==> src/rtl/bbre_pkg.sv <==
// Package for the block-transfer engine: register map, fields, types.
package bbre_pkg;

  // ****************************************
  // Register byte addresses (I/O space)
  // ****************************************
  localparam logic [15:0] BBRE_LINE_OFFSETS_A   = 16'h83D0;
  localparam logic [15:0] BBRE_PATTERN_PTR_A    = 16'h87D0;
  localparam logic [15:0] BBRE_BACKGROUND_A     = 16'h8BD0;
  localparam logic [15:0] BBRE_FOREGROUND_A     = 16'h8FD0;
  localparam logic [15:0] BBRE_BLIT_CONTROL_A   = 16'h93D0;
  localparam logic [15:0] BBRE_SOURCE_ADDR_A    = 16'h97D0;
  localparam logic [15:0] BBRE_DEST_ADDR_A      = 16'h9BD0;
  localparam logic [15:0] BBRE_BLOCK_SIZE_CMD_A = 16'h9FD0;

  // ****************************************
  // Field positions and widths
  // ****************************************
  localparam int BBRE_ADDR_W     = 21;
  localparam int BBRE_CNT_W      = 12;
  localparam int BBRE_HI_LSB     = 16;  // Upper-half 12-bit fields
  localparam int BBRE_ROP_MSB    = 7;
  localparam int BBRE_INC_Y_BIT  = 8;
  localparam int BBRE_INC_X_BIT  = 9;
  localparam int BBRE_SRC_FG_BIT = 10;
  localparam int BBRE_SRC_MONO   = 11;
  localparam int BBRE_PAT_MONO   = 12;
  localparam int BBRE_BG_TRANSP  = 13;
  localparam int BBRE_SD_LSB     = 14;
  localparam int BBRE_SEED_LSB   = 16;
  localparam int BBRE_SOLID_BIT  = 19;
  localparam int BBRE_BUSY_BIT   = 20;
  localparam int BBRE_FREE_LSB   = 24;
  localparam int BBRE_CTL_W      = 20;  // Writable control bits 19..0

  // Source/destination codes
  localparam logic [1:0] BBRE_SD_SCREEN = 2'h0;
  localparam logic [1:0] BBRE_SD_HOST   = 2'h1;

  // Host queue depth in doublewords
  localparam int         BBRE_Q_DEPTH = 15;
  localparam logic [3:0] BBRE_Q_FULL  = 4'hF;

  // ****************************************
  // Types
  // ****************************************
  typedef struct packed {
    logic                   solid;
    logic [2:0]             seed;
    logic [1:0]             src_dst;
    logic                   bg_transp;
    logic                   pat_mono;
    logic                   src_mono;
    logic                   src_fg;
    logic                   inc_x;
    logic                   inc_y;
    logic [BBRE_ROP_MSB:0]  rop;
  } bbre_ctl_t;

  typedef struct packed {
    logic                   we;
    logic [BBRE_ADDR_W-1:0] addr;
    logic [7:0]             wdata;
  } bbre_mem_req_t;

  typedef enum logic [2:0] {
    BBRE_IDLE = 3'b000,
    BBRE_PAT  = 3'b001,
    BBRE_SRC  = 3'b010,
    BBRE_HOST = 3'b011,
    BBRE_DST  = 3'b100,
    BBRE_WR   = 3'b101
  } bbre_state_t;

endpackage

==> src/rtl/bbre_engine.sv <==
// Block-transfer engine: I/O registers, host queue and byte drawing sequencer.
module bbre_engine (
  input  wire logic                    mclk_in,
  input  wire logic                    rstn_in,
  // I/O register port
  input  wire logic [15:0]             io_addr_in,
  input  wire logic [3:0]              io_be_in,
  input  wire logic                    io_wr_in,
  input  wire logic                    io_rd_in,
  input  wire logic [31:0]             io_wdata_in,
  output logic      [31:0]             io_rdata_out,
  // Host source data stream
  input  wire logic                    host_valid_in,
  input  wire logic [31:0]             host_data_in,
  output logic                         host_ready_out,
  // Pixel depth strap: 0 = 8bpp, 1 = 16bpp
  input  wire logic                    pix16_in,
  // Display memory port
  output logic                         mem_req_out,
  output bbre_pkg::bbre_mem_req_t      mem_cmd_out,
  input  wire logic                    mem_ack_in,
  input  wire logic [7:0]              mem_rdata_in,
  output logic                         busy_out
);
  import bbre_pkg::*;

  // ****************************************
  // Register storage
  // ****************************************
  logic [BBRE_CNT_W-1:0]  src_off_r, dst_off_r;
  logic [BBRE_ADDR_W-1:0] pat_ptr_r, src_addr_r, dst_addr_r;
  logic [15:0]            bg_r, fg_r;
  bbre_ctl_t              ctl_r;
  logic [BBRE_CNT_W-1:0]  bpl_r, lines_r;
  logic                   start_r;

  logic [31:0] wmask;
  logic [15:0] hit_sel;
  logic        sel_off, sel_pat, sel_bg, sel_fg, sel_ctl, sel_src, sel_dst, sel_cmd;
  logic [3:0]  q_cnt_r;
  logic [3:0]  q_free;
  bbre_state_t state_r, state_nxt;

  // Byte lanes widened to a bit mask; word or doubleword accesses both work
  always_comb begin
    for (int i = 0; i < 4; i++) begin
      wmask[i*8 +: 8] = {8{io_be_in[i]}};
    end
  end

  // Decode on the doubleword address; the two low address bits are lanes
  assign hit_sel = {io_addr_in[15:2], 2'h0};
  assign sel_off = (hit_sel == BBRE_LINE_OFFSETS_A);
  assign sel_pat = (hit_sel == BBRE_PATTERN_PTR_A);
  assign sel_bg  = (hit_sel == BBRE_BACKGROUND_A);
  assign sel_fg  = (hit_sel == BBRE_FOREGROUND_A);
  assign sel_ctl = (hit_sel == BBRE_BLIT_CONTROL_A);
  assign sel_src = (hit_sel == BBRE_SOURCE_ADDR_A);
  assign sel_dst = (hit_sel == BBRE_DEST_ADDR_A);
  assign sel_cmd = (hit_sel == BBRE_BLOCK_SIZE_CMD_A);

  // ****************************************
  // Register writes
  // ****************************************
  // Writes merge under byte enables; reserved bits are not stored
  always_ff @(posedge mclk_in or negedge rstn_in) begin
    if (!rstn_in) begin
      src_off_r  <= '0;
      dst_off_r  <= '0;
      pat_ptr_r  <= '0;
      bg_r       <= '0;
      fg_r       <= '0;
      ctl_r      <= '0;
      src_addr_r <= '0;
      dst_addr_r <= '0;
      bpl_r      <= '0;
      lines_r    <= '0;
    end else if (io_wr_in) begin
      if (sel_off) begin
        src_off_r <= (io_wdata_in[BBRE_CNT_W-1:0] & wmask[BBRE_CNT_W-1:0])
                   | (src_off_r & ~wmask[BBRE_CNT_W-1:0]);
        dst_off_r <= (io_wdata_in[BBRE_HI_LSB +: BBRE_CNT_W] & wmask[BBRE_HI_LSB +: BBRE_CNT_W])
                   | (dst_off_r & ~wmask[BBRE_HI_LSB +: BBRE_CNT_W]);
      end
      if (sel_pat) begin  // All 21 address bits stored and read back
        pat_ptr_r <= (io_wdata_in[BBRE_ADDR_W-1:0] & wmask[BBRE_ADDR_W-1:0])
                   | (pat_ptr_r & ~wmask[BBRE_ADDR_W-1:0]);
      end
      if (sel_bg) begin
        bg_r <= (io_wdata_in[15:0] & wmask[15:0]) | (bg_r & ~wmask[15:0]);
      end
      if (sel_fg) begin
        fg_r <= (io_wdata_in[15:0] & wmask[15:0]) | (fg_r & ~wmask[15:0]);
      end
      if (sel_ctl) begin
        ctl_r <= (io_wdata_in[BBRE_CTL_W-1:0] & wmask[BBRE_CTL_W-1:0])
               | (ctl_r & ~wmask[BBRE_CTL_W-1:0]);
      end
      if (sel_src) begin  // Byte-granular 21-bit start
        src_addr_r <= (io_wdata_in[BBRE_ADDR_W-1:0] & wmask[BBRE_ADDR_W-1:0])
                    | (src_addr_r & ~wmask[BBRE_ADDR_W-1:0]);
      end
      if (sel_dst) begin
        dst_addr_r <= (io_wdata_in[BBRE_ADDR_W-1:0] & wmask[BBRE_ADDR_W-1:0])
                    | (dst_addr_r & ~wmask[BBRE_ADDR_W-1:0]);
      end
      if (sel_cmd) begin  // Bytes per line low, lines high
        bpl_r   <= (io_wdata_in[BBRE_CNT_W-1:0] & wmask[BBRE_CNT_W-1:0])
                 | (bpl_r & ~wmask[BBRE_CNT_W-1:0]);
        lines_r <= (io_wdata_in[BBRE_HI_LSB +: BBRE_CNT_W] & wmask[BBRE_HI_LSB +: BBRE_CNT_W])
                 | (lines_r & ~wmask[BBRE_HI_LSB +: BBRE_CNT_W]);
      end
    end
  end

  // Command write launches the transfer one cycle later
  always_ff @(posedge mclk_in or negedge rstn_in) begin
    if (!rstn_in) begin
      start_r <= 1'b0;
    end else begin
      start_r <= io_wr_in && sel_cmd;
    end
  end

  // ****************************************
  // Register reads
  // ****************************************
  // Read data registered; unmapped addresses answer zero
  always_ff @(posedge mclk_in or negedge rstn_in) begin
    if (!rstn_in) begin
      io_rdata_out <= '0;
    end else if (io_rd_in) begin
      io_rdata_out <= '0;
      if (sel_off) begin
        io_rdata_out <= {4'h0, dst_off_r, 4'h0, src_off_r};
      end else if (sel_pat) begin
        io_rdata_out <= {11'h000, pat_ptr_r};
      end else if (sel_bg) begin
        io_rdata_out <= {bg_r, bg_r};  // Upper half mirrors
      end else if (sel_fg) begin
        io_rdata_out <= {fg_r, fg_r};
      end else if (sel_ctl) begin  // Busy and queue space
        io_rdata_out <= {4'h0, q_free, 3'h0, (state_r != BBRE_IDLE), ctl_r};
      end else if (sel_src) begin
        io_rdata_out <= {11'h000, src_addr_r};
      end else if (sel_dst) begin
        io_rdata_out <= {11'h000, dst_addr_r};
      end else if (sel_cmd) begin
        io_rdata_out <= {4'h0, lines_r, 4'h0, bpl_r};
      end
    end
  end

  // ****************************************
  // Host data queue
  // ****************************************
  logic [31:0] q_mem_r [BBRE_Q_DEPTH];
  logic [3:0]  q_rd_r, q_wr_r;
  logic        q_push, q_pop;

  // Ready drops at full so the host is really held off
  assign host_ready_out = (q_cnt_r != BBRE_Q_FULL);
  assign q_push         = host_valid_in && host_ready_out;
  assign q_free         = BBRE_Q_FULL - q_cnt_r;  // 0 full .. 15 free

  always_ff @(posedge mclk_in or negedge rstn_in) begin
    if (!rstn_in) begin
      q_rd_r  <= '0;
      q_wr_r  <= '0;
      q_cnt_r <= '0;
    end else begin
      if (q_push) begin
        q_wr_r <= (q_wr_r == BBRE_Q_FULL - 4'h1) ? 4'h0 : q_wr_r + 4'h1;
      end
      if (q_pop) begin
        q_rd_r <= (q_rd_r == BBRE_Q_FULL - 4'h1) ? 4'h0 : q_rd_r + 4'h1;
      end
      q_cnt_r <= q_cnt_r + {3'h0, q_push} - {3'h0, q_pop};
    end
  end

  // Queue storage, one slot per entry
  generate
    for (genvar g = 0; g < BBRE_Q_DEPTH; g++) begin : g_q
      always_ff @(posedge mclk_in) begin
        if (q_push && q_wr_r == 4'(g)) begin
          q_mem_r[g] <= host_data_in;
        end
      end
    end
  endgenerate

  // ****************************************
  // Drawing sequencer
  // ****************************************
  bbre_ctl_t              job_r;     // Control latched at start
  logic [BBRE_ADDR_W-1:0] sline_r, dline_r, scur_r, dcur_r;
  logic [BBRE_CNT_W-1:0]  col_r, line_r;
  logic [2:0]             row_r, mbit_r;
  logic [1:0]             hb_r;
  logic [31:0]            hword_r;
  logic [7:0]             pat_r, src_r, wdata_r;
  logic                   need_src, host_src, src_fetch, step;
  logic                   mono_bit, pat_bit, skip;
  logic [7:0]             fg_b, bg_b, p_op, s_op, rop_out;
  logic [BBRE_ADDR_W-1:0] pat_addr;
  bbre_state_t            after_pat;

  // Source memory or host only when not replaced by foreground
  assign need_src  = !job_r.src_fg;
  assign host_src  = (job_r.src_dst == BBRE_SD_HOST);
  // Mono source bytes serve eight destination bytes
  assign src_fetch = need_src && (!job_r.src_mono || mbit_r == 3'h0);
  assign after_pat = !src_fetch ? BBRE_DST : (host_src ? BBRE_HOST : BBRE_SRC);

  // Colour byte for this lane; odd addresses take the high byte of the colour register
  assign fg_b = dcur_r[0] ? fg_r[15:8] : fg_r[7:0];
  assign bg_b = dcur_r[0] ? bg_r[15:8] : bg_r[7:0];

  // Pattern address: low alignment bits forced to zero
  always_comb begin
    if (job_r.pat_mono) begin
      pat_addr = {pat_ptr_r[BBRE_ADDR_W-1:3], row_r};
    end else if (pix16_in) begin
      pat_addr = {pat_ptr_r[BBRE_ADDR_W-1:7], row_r, dcur_r[3:0]};
    end else begin
      pat_addr = {pat_ptr_r[BBRE_ADDR_W-1:6], row_r, dcur_r[2:0]};
    end
  end

  // Mono bits are taken most significant first
  assign mono_bit = src_r[3'h7 - mbit_r];
  assign pat_bit  = pat_r[3'h7 - dcur_r[2:0]];

  // Operand build: brush, mono pattern or colour pattern
  always_comb begin
    if (job_r.solid) begin
      p_op = fg_b;
    end else if (job_r.pat_mono) begin
      p_op = pat_bit ? fg_b : bg_b;
    end else begin
      p_op = pat_r;
    end
    if (job_r.src_fg) begin
      s_op = fg_b;
    end else if (job_r.src_mono) begin
      s_op = mono_bit ? fg_b : bg_b;  // Set bits fg, clear bits bg
    end else begin
      s_op = src_r;
    end
  end

  // Transparent background leaves zero-bit pixels untouched
  assign skip = job_r.bg_transp
              && ((job_r.src_mono && need_src && !mono_bit)
              ||  (job_r.pat_mono && !job_r.solid && !pat_bit));

  // Per-bit ternary lookup: index is pattern, source, destination
  generate
    for (genvar b = 0; b < 8; b++) begin : g_rop
      assign rop_out[b] = job_r.rop[{p_op[b], s_op[b], mem_rdata_in[b]}];
    end
  endgenerate

  // A pixel completes on its write, or on a skipped write
  assign step = mem_ack_in && ((state_r == BBRE_WR) || (state_r == BBRE_DST && skip));

  // Next state
  always_comb begin
    state_nxt = state_r;
    q_pop     = 1'b0;
    unique case (state_r)
      BBRE_IDLE: begin
        if (start_r && bpl_r != '0 && lines_r != '0) begin
          state_nxt = ctl_r.solid ? BBRE_SRC : BBRE_PAT;
        end
      end
      BBRE_PAT: begin
        if (mem_ack_in) begin
          state_nxt = after_pat;
        end
      end
      BBRE_SRC: begin
        if (!src_fetch) begin
          state_nxt = BBRE_DST;  // Entered from idle or after a completed byte with a brush
        end else if (host_src) begin
          state_nxt = BBRE_HOST;
        end else if (mem_ack_in) begin
          state_nxt = BBRE_DST;
        end
      end
      BBRE_HOST: begin
        // A new doubleword is popped only when the held one is spent
        if (hb_r != 2'h0) begin
          state_nxt = BBRE_DST;
        end else if (q_cnt_r != 4'h0) begin
          q_pop     = 1'b1;
          state_nxt = BBRE_DST;
        end
      end
      BBRE_DST: begin
        if (mem_ack_in) begin
          state_nxt = BBRE_WR;
        end
      end
      BBRE_WR: begin
        if (mem_ack_in) begin
          state_nxt = BBRE_PAT;
        end
      end
      default: begin
        state_nxt = BBRE_IDLE;
      end
    endcase
    if (step) begin  // Busy holds until last byte of last line
      if (col_r == 12'h001 && line_r == 12'h001) begin
        state_nxt = BBRE_IDLE;
      end else begin
        state_nxt = job_r.solid ? BBRE_SRC : BBRE_PAT;
      end
    end
  end

  always_ff @(posedge mclk_in or negedge rstn_in) begin
    if (!rstn_in) begin
      state_r <= BBRE_IDLE;
    end else begin
      state_r <= state_nxt;
    end
  end

  // Operand capture and write data
  always_ff @(posedge mclk_in or negedge rstn_in) begin
    if (!rstn_in) begin
      pat_r   <= '0;
      src_r   <= '0;
      wdata_r <= '0;
      hword_r <= '0;
      hb_r    <= '0;
    end else begin
      if (state_r == BBRE_IDLE) begin
        hb_r <= '0;
      end
      if (state_r == BBRE_PAT && mem_ack_in) begin
        pat_r <= mem_rdata_in;
      end
      if (state_r == BBRE_SRC && src_fetch && !host_src && mem_ack_in) begin
        src_r <= mem_rdata_in;
      end
      if (state_r == BBRE_HOST) begin  // Host bytes little-endian
        if (hb_r != 2'h0) begin
          src_r <= hword_r[{hb_r, 3'h0} +: 8];
          hb_r  <= hb_r + 2'h1;
        end else if (q_pop) begin
          hword_r <= q_mem_r[q_rd_r];
          src_r   <= q_mem_r[q_rd_r][7:0];
          hb_r    <= 2'h1;
        end
      end
      if (state_r == BBRE_DST && mem_ack_in) begin
        wdata_r <= rop_out;
      end
    end
  end

  // Address walk, counters and pattern row
  always_ff @(posedge mclk_in or negedge rstn_in) begin
    if (!rstn_in) begin
      job_r   <= '0;
      sline_r <= '0;
      dline_r <= '0;
      scur_r  <= '0;
      dcur_r  <= '0;
      col_r   <= '0;
      line_r  <= '0;
      row_r   <= '0;
      mbit_r  <= '0;
    end else if (state_r == BBRE_IDLE && start_r) begin
      job_r   <= ctl_r;
      sline_r <= src_addr_r;
      dline_r <= dst_addr_r;
      scur_r  <= src_addr_r;
      dcur_r  <= dst_addr_r;
      col_r   <= bpl_r;
      line_r  <= lines_r;
      row_r   <= ctl_r.seed;  // First line uses the seed row
      mbit_r  <= '0;
    end else if (step) begin
      if (col_r == 12'h001) begin
        // New line: step by the offsets in the vertical direction
        col_r  <= bpl_r;
        line_r <= line_r - 12'h001;
        mbit_r <= '0;
        if (job_r.inc_y) begin
          sline_r <= sline_r + BBRE_ADDR_W'(src_off_r);
          dline_r <= dline_r + BBRE_ADDR_W'(dst_off_r);
          scur_r  <= sline_r + BBRE_ADDR_W'(src_off_r);
          dcur_r  <= dline_r + BBRE_ADDR_W'(dst_off_r);
          row_r   <= row_r + 3'h1;
        end else begin
          sline_r <= sline_r - BBRE_ADDR_W'(src_off_r);
          dline_r <= dline_r - BBRE_ADDR_W'(dst_off_r);
          scur_r  <= sline_r - BBRE_ADDR_W'(src_off_r);
          dcur_r  <= dline_r - BBRE_ADDR_W'(dst_off_r);
          row_r   <= row_r - 3'h1;
        end
      end else begin
        col_r  <= col_r - 12'h001;
        mbit_r <= mbit_r + 3'h1;
        // Horizontal walk; mono source advances once per eight bytes
        if (job_r.inc_x) begin
          dcur_r <= dcur_r + 21'h000001;
          if (!job_r.src_mono || mbit_r == 3'h7) begin
            scur_r <= scur_r + 21'h000001;
          end
        end else begin
          dcur_r <= dcur_r - 21'h000001;
          if (!job_r.src_mono || mbit_r == 3'h7) begin
            scur_r <= scur_r - 21'h000001;
          end
        end
      end
    end
  end

  // ****************************************
  // Memory port and status
  // ****************************************
  // Every access targets display memory; writes only to destination
  always_comb begin
    mem_req_out       = 1'b0;
    mem_cmd_out.we    = 1'b0;
    mem_cmd_out.addr  = dcur_r;
    mem_cmd_out.wdata = wdata_r;
    unique case (state_r)
      BBRE_PAT: begin
        mem_req_out      = 1'b1;
        mem_cmd_out.addr = pat_addr;
      end
      BBRE_SRC: begin
        mem_req_out      = src_fetch && !host_src;
        mem_cmd_out.addr = scur_r;
      end
      BBRE_DST: begin
        mem_req_out = 1'b1;
      end
      BBRE_WR: begin
        mem_req_out    = 1'b1;
        mem_cmd_out.we = 1'b1;
      end
      BBRE_IDLE, BBRE_HOST: begin
        mem_req_out = 1'b0;
      end
      default: begin
        mem_req_out = 1'b0;
      end
    endcase
  end

  assign busy_out = (state_r != BBRE_IDLE);

endmodule

==> config.mk <==
export PLATFORM = sky130hd
export DESIGN_NAME = bbre_engine
export DESIGN_NICKNAME = d
export VERILOG_FILES = /design/src/rtl/bbre_pkg.sv /design/src/rtl/bbre_engine.sv
export SDC_FILE = /design/constraint.sdc
export NUM_CORES = 2
export LEC_CHECK = 0
export BUFFER_PORTS_ARGS = -buffer_cell sky130_fd_sc_hd__clkbuf_2
export CORE_MARGIN = 2
export CORE_UTILIZATION = 54
export CTS_CLUSTER_DIAMETER = 120
export DETAILED_ROUTE_END_ITERATION = 6
export GPL_TIMING_DRIVEN = 0
export MAX_ROUTING_LAYER = met4
export PLACE_DENSITY = 0.82
export REMOVE_ABC_BUFFERS = 1
export SLEW_MARGIN = 40
export SYNTH_ARGS = -nofsm -noshare
export SYNTH_HDL_FRONTEND = slang
export SYNTH_SLANG_ARGS = --single-unit
==> constraint.sdc <==
create_clock -name mclk_in -period 5.02 [get_ports mclk_in]
set_input_delay 1.004 -clock mclk_in [delete_from_list [all_inputs] [get_ports mclk_in]]
set_output_delay 1.004 -clock mclk_in [all_outputs]
set_load 0.05 [all_outputs]
==> flow_summary.ini <==
[yosys]
synth_area_leader_cell = edfxtp_1
syn_area_per_cell_sq_um = 12.7
synth_top_family_by_area = multiplexers
yosysSeqAreaShare_pct = 57.5
syn_inst = 3349
yosys-top-cells-count = edfxtp_1, nand2_1, dfrtp_1, mux2_2, nor2_1
async_flop_share_pct = 45.5
synth_cell_type_count = 75
synth.area.mux_share_pct = 15.4
synth_compound_area_share_pct = 11.5
ys_ff_latch = 880
yosysMostFrequentCell = edfxtp_1
synth_area_leaders = edfxtp_1, dfrtp_1, mux4_2, mux2_2, nand2_1
synthFlopType = edfxtp_1
yosys.area_share.adder_pct = 3.11
synth_xor_area_share_pct = 1.90
syn_area_sq_um = 42400
yosys.area_share.simple_pct = 8.49
yosysWarnings = 0
netlist.area_leader.share_pct = 34.0
synth_edf_count = 480

[sta]
drv_slew = 0
period_minus_slack_ns = 4.60
finalCritPeriodShare_pct = 91.7
tightestPinTransition_ns = 0.953
tns_ns = 0
timing.fmax_mhz = 217
setup_viol = 0
slew_headroom_pct = 36.5
skew_ns = 0.0488
hold_violations = 0
rsz0062_at_grt = false

[routing]
routed_wl_um = 131000
post-route-drc-count = 0
vias = 31100
postRouteAntennaNets = 0
wl_per_cell_um = 28.2
drt_iter0_drc = 4080
viasPerCell = 6.71
drt-pass1-iter-count = 7

[placement]
dp_hpwl_um = 87700
gp_congestion = 0.987
place.port_buffers = 157

[grt]
grt_max_degree = 70
antenna_found_initial = 8
grt_pass1_wl_um = 195000
grt-ovfl-total = 0
grt_pass1_vias = 30700
grt_util_all_layers_pct = 33.2

[die]
dieArea_sq_um = 80900
die_h_um = 284
fp.dieW_um = 284
core_area_sq_um = 77600
num_rows = 102
start_util_pct = 54.7
ios = 164

[layout]
fin_util_pct = 62.6
nFillCells = 5615
layout-drive-gt1-share_pct = 23.4
fin_nets = 3722
multi_input_area_sq_um = 17400
seqCellArea_sq_um = 24400
area_delta_synth_final_pct = 14.5

[worst_setup_path]
r2r-end = scur_r[18]$_DFFE_PN0P_
worstSetupPathType = reg2reg
max_stage_delay_ns = 0.59
cp_num_buf_inv = 0
crit_cells = 14
worstRegToRegCells = 14
critPathArrivalTime_ns = 5.11
cp_max_fo = 6
crit_path_top_delay_cell = nor4b_1
crit_path_end = scur_r[18]$_DFFE_PN0P_
critPathCaptureType = register
critPathLaunchType = register
critPathRequiredTime_ns = 5.53
crit_path_cell_trace = nor2_1, nor4b_1, nand2_1, nor3_2, nor2_1, xor2_1, ha_1, and2_1, a311oi_1, o211a_1, o21bai_1, a21oi_1, xor2_1, o211ai_1
rrSetupSlack_ns = 0.42
cpLargestDelayFamily = simple AND/OR/NAND/NOR gates

[clock_network]
post_cts_resized = 0
path_clk_slew_ns = 0.06
cts_buffers = 88
cts_root_buf = clkbuf_16
clock_path_buffers = 3
cts_tree = built
cts_setup_buffers = 0
clk_latency_ns = 0.69
cts_num_sinks = 880
cts_hold_buf = 0
cts_htree_levels = 3

[power]
ir_worst_vdd_uv = 594
power_density_nw_per_um2 = 500
power_leakage_nw = 19.4
power.total_mw = 24.3

[worst_hold_path]
hold_path.class = in2async

[flow_run]
drv_cap = 0

[run_status]
status = complete, no violations
## worst reg2reg max path: cells and delay by family (launching register included)
| kind | cells | cell delay [ns] |
|---|---|---|
| AND/OR/NAND/NOR | 6 | 1.85 |
| AO/OA/AOI/OAI | 5 | 1.30 |
| flip-flops | 1 | 0.48 |
| adder cells (fa/ha/maj) | 1 | 0.37 |
| XOR/XNOR | 2 | 0.47 |
## power breakdown
| group | total (mW) | switching (mW) | internal (mW) |
|---|---|---|---|
| clock network | 7.32 | 3.07 | 4.25 |
| logic | 7.66 | 4.63 | 3.03 |
| registers | 9.32 | 0.841 | 8.48 |
## through the flow
| stage | worst slack [ns] | instances | hold slack [ns] | instance area, sq um |
|---|---|---|---|---|
| after floorplan | -1.34 | 3177 | 0.437 | 41800 |
| after global placement | -6.14 | 4374 | 0.453 | 43900 |
| after detailed placement | 0.362 | 4471 | 0.465 | 45300 |
| after CTS | 0.302 | 4635 | 0.289 | 48600 |
| after global routing | 0.135 | 4643 | 0.300 | 48600 |
| final | 0.419 | 4643 | 0.273 | 48600 |
## cells by family (layout without fill, tap and decap cells)
logic type,Yosys count,after routing
AO/OA/AOI/OAI,783,783
XOR/XNOR,92,92
adder cells (fa/ha/maj),102,102
buffers and inverters,227,473
flip-flops,880,880
multiplexers,428,428
other,0,8
AND/OR/NAND/NOR,837,837
## cell type report
class | count | share of cell area, %
antenna | 8 | 0.0412
clock buffer | 107 | 4.88
clock inverter | 57 | 1.75
inverter | 55 | 0.432
multi-input combinational | 2242 | 35.7
sequential | 880 | 50.3
tap | 1040 | 2.68
timing repair buffer | 254 | 4.23
## metal layers
metal	vias to the layer above	track usage, %	wire length [um]	share of wire, %
met2	2075	53.5	64600	49
met1	15600	40.0	46400	35
met4	0	17.0	7560	5.8
met5	-	-	0	0
met3	446	6.77	12600	9.6
li1	13100	-	-	-
## cell usage in the layout, fill, tap and decap left out, types with 13 or more instances in the layout
cell,instances
edfxtp_1,480
nand2_1,398
dfrtp_1,394
mux2_2,216
nor2_1,201
a21oi_1,192
o21ai_0,188
mux4_2,156
clkbuf_2,153
ha_1,96
clkbuf_16,88
a22oi_1,68
a31oi_1,63
xnor2_1,55
mux2i_1,54
inv_1,53
nand3_1,53
o211ai_1,47
a21o_1,44
o22ai_1,40
xor2_1,37
nor3_1,37
a211oi_1,30
buf_2,30
buf_4,25
o21a_1,18
clkinv_2,17
buf_16,17
nand2b_1,16
bufinv_16,16
buf_12,15
nor2b_1,13
## how the worst min path moves through the flow
stage / start / end / slack [ns] / depth (start not counted)
after floorplan: job_r[15]$_DFFE_PN0P_ / job_r[15]$_DFFE_PN0P_ / 0.44 / 2
after global routing: rstn_in / sline_r[2]$_DFFE_PN0P_ / 0.30 / 1
after CTS: rstn_in / sline_r[2]$_DFFE_PN0P_ / 0.29 / 1
after global placement: job_r[15]$_DFFE_PN0P_ / job_r[15]$_DFFE_PN0P_ / 0.45 / 2
after detailed placement: hword_r[18]$_DFFE_PN0P_ / hword_r[18]$_DFFE_PN0P_ / 0.47 / 2
final: rstn_in / sline_r[2]$_DFFE_PN0P_ / 0.27 / 1
Note: power is estimated with default switching activity, not from simulation.
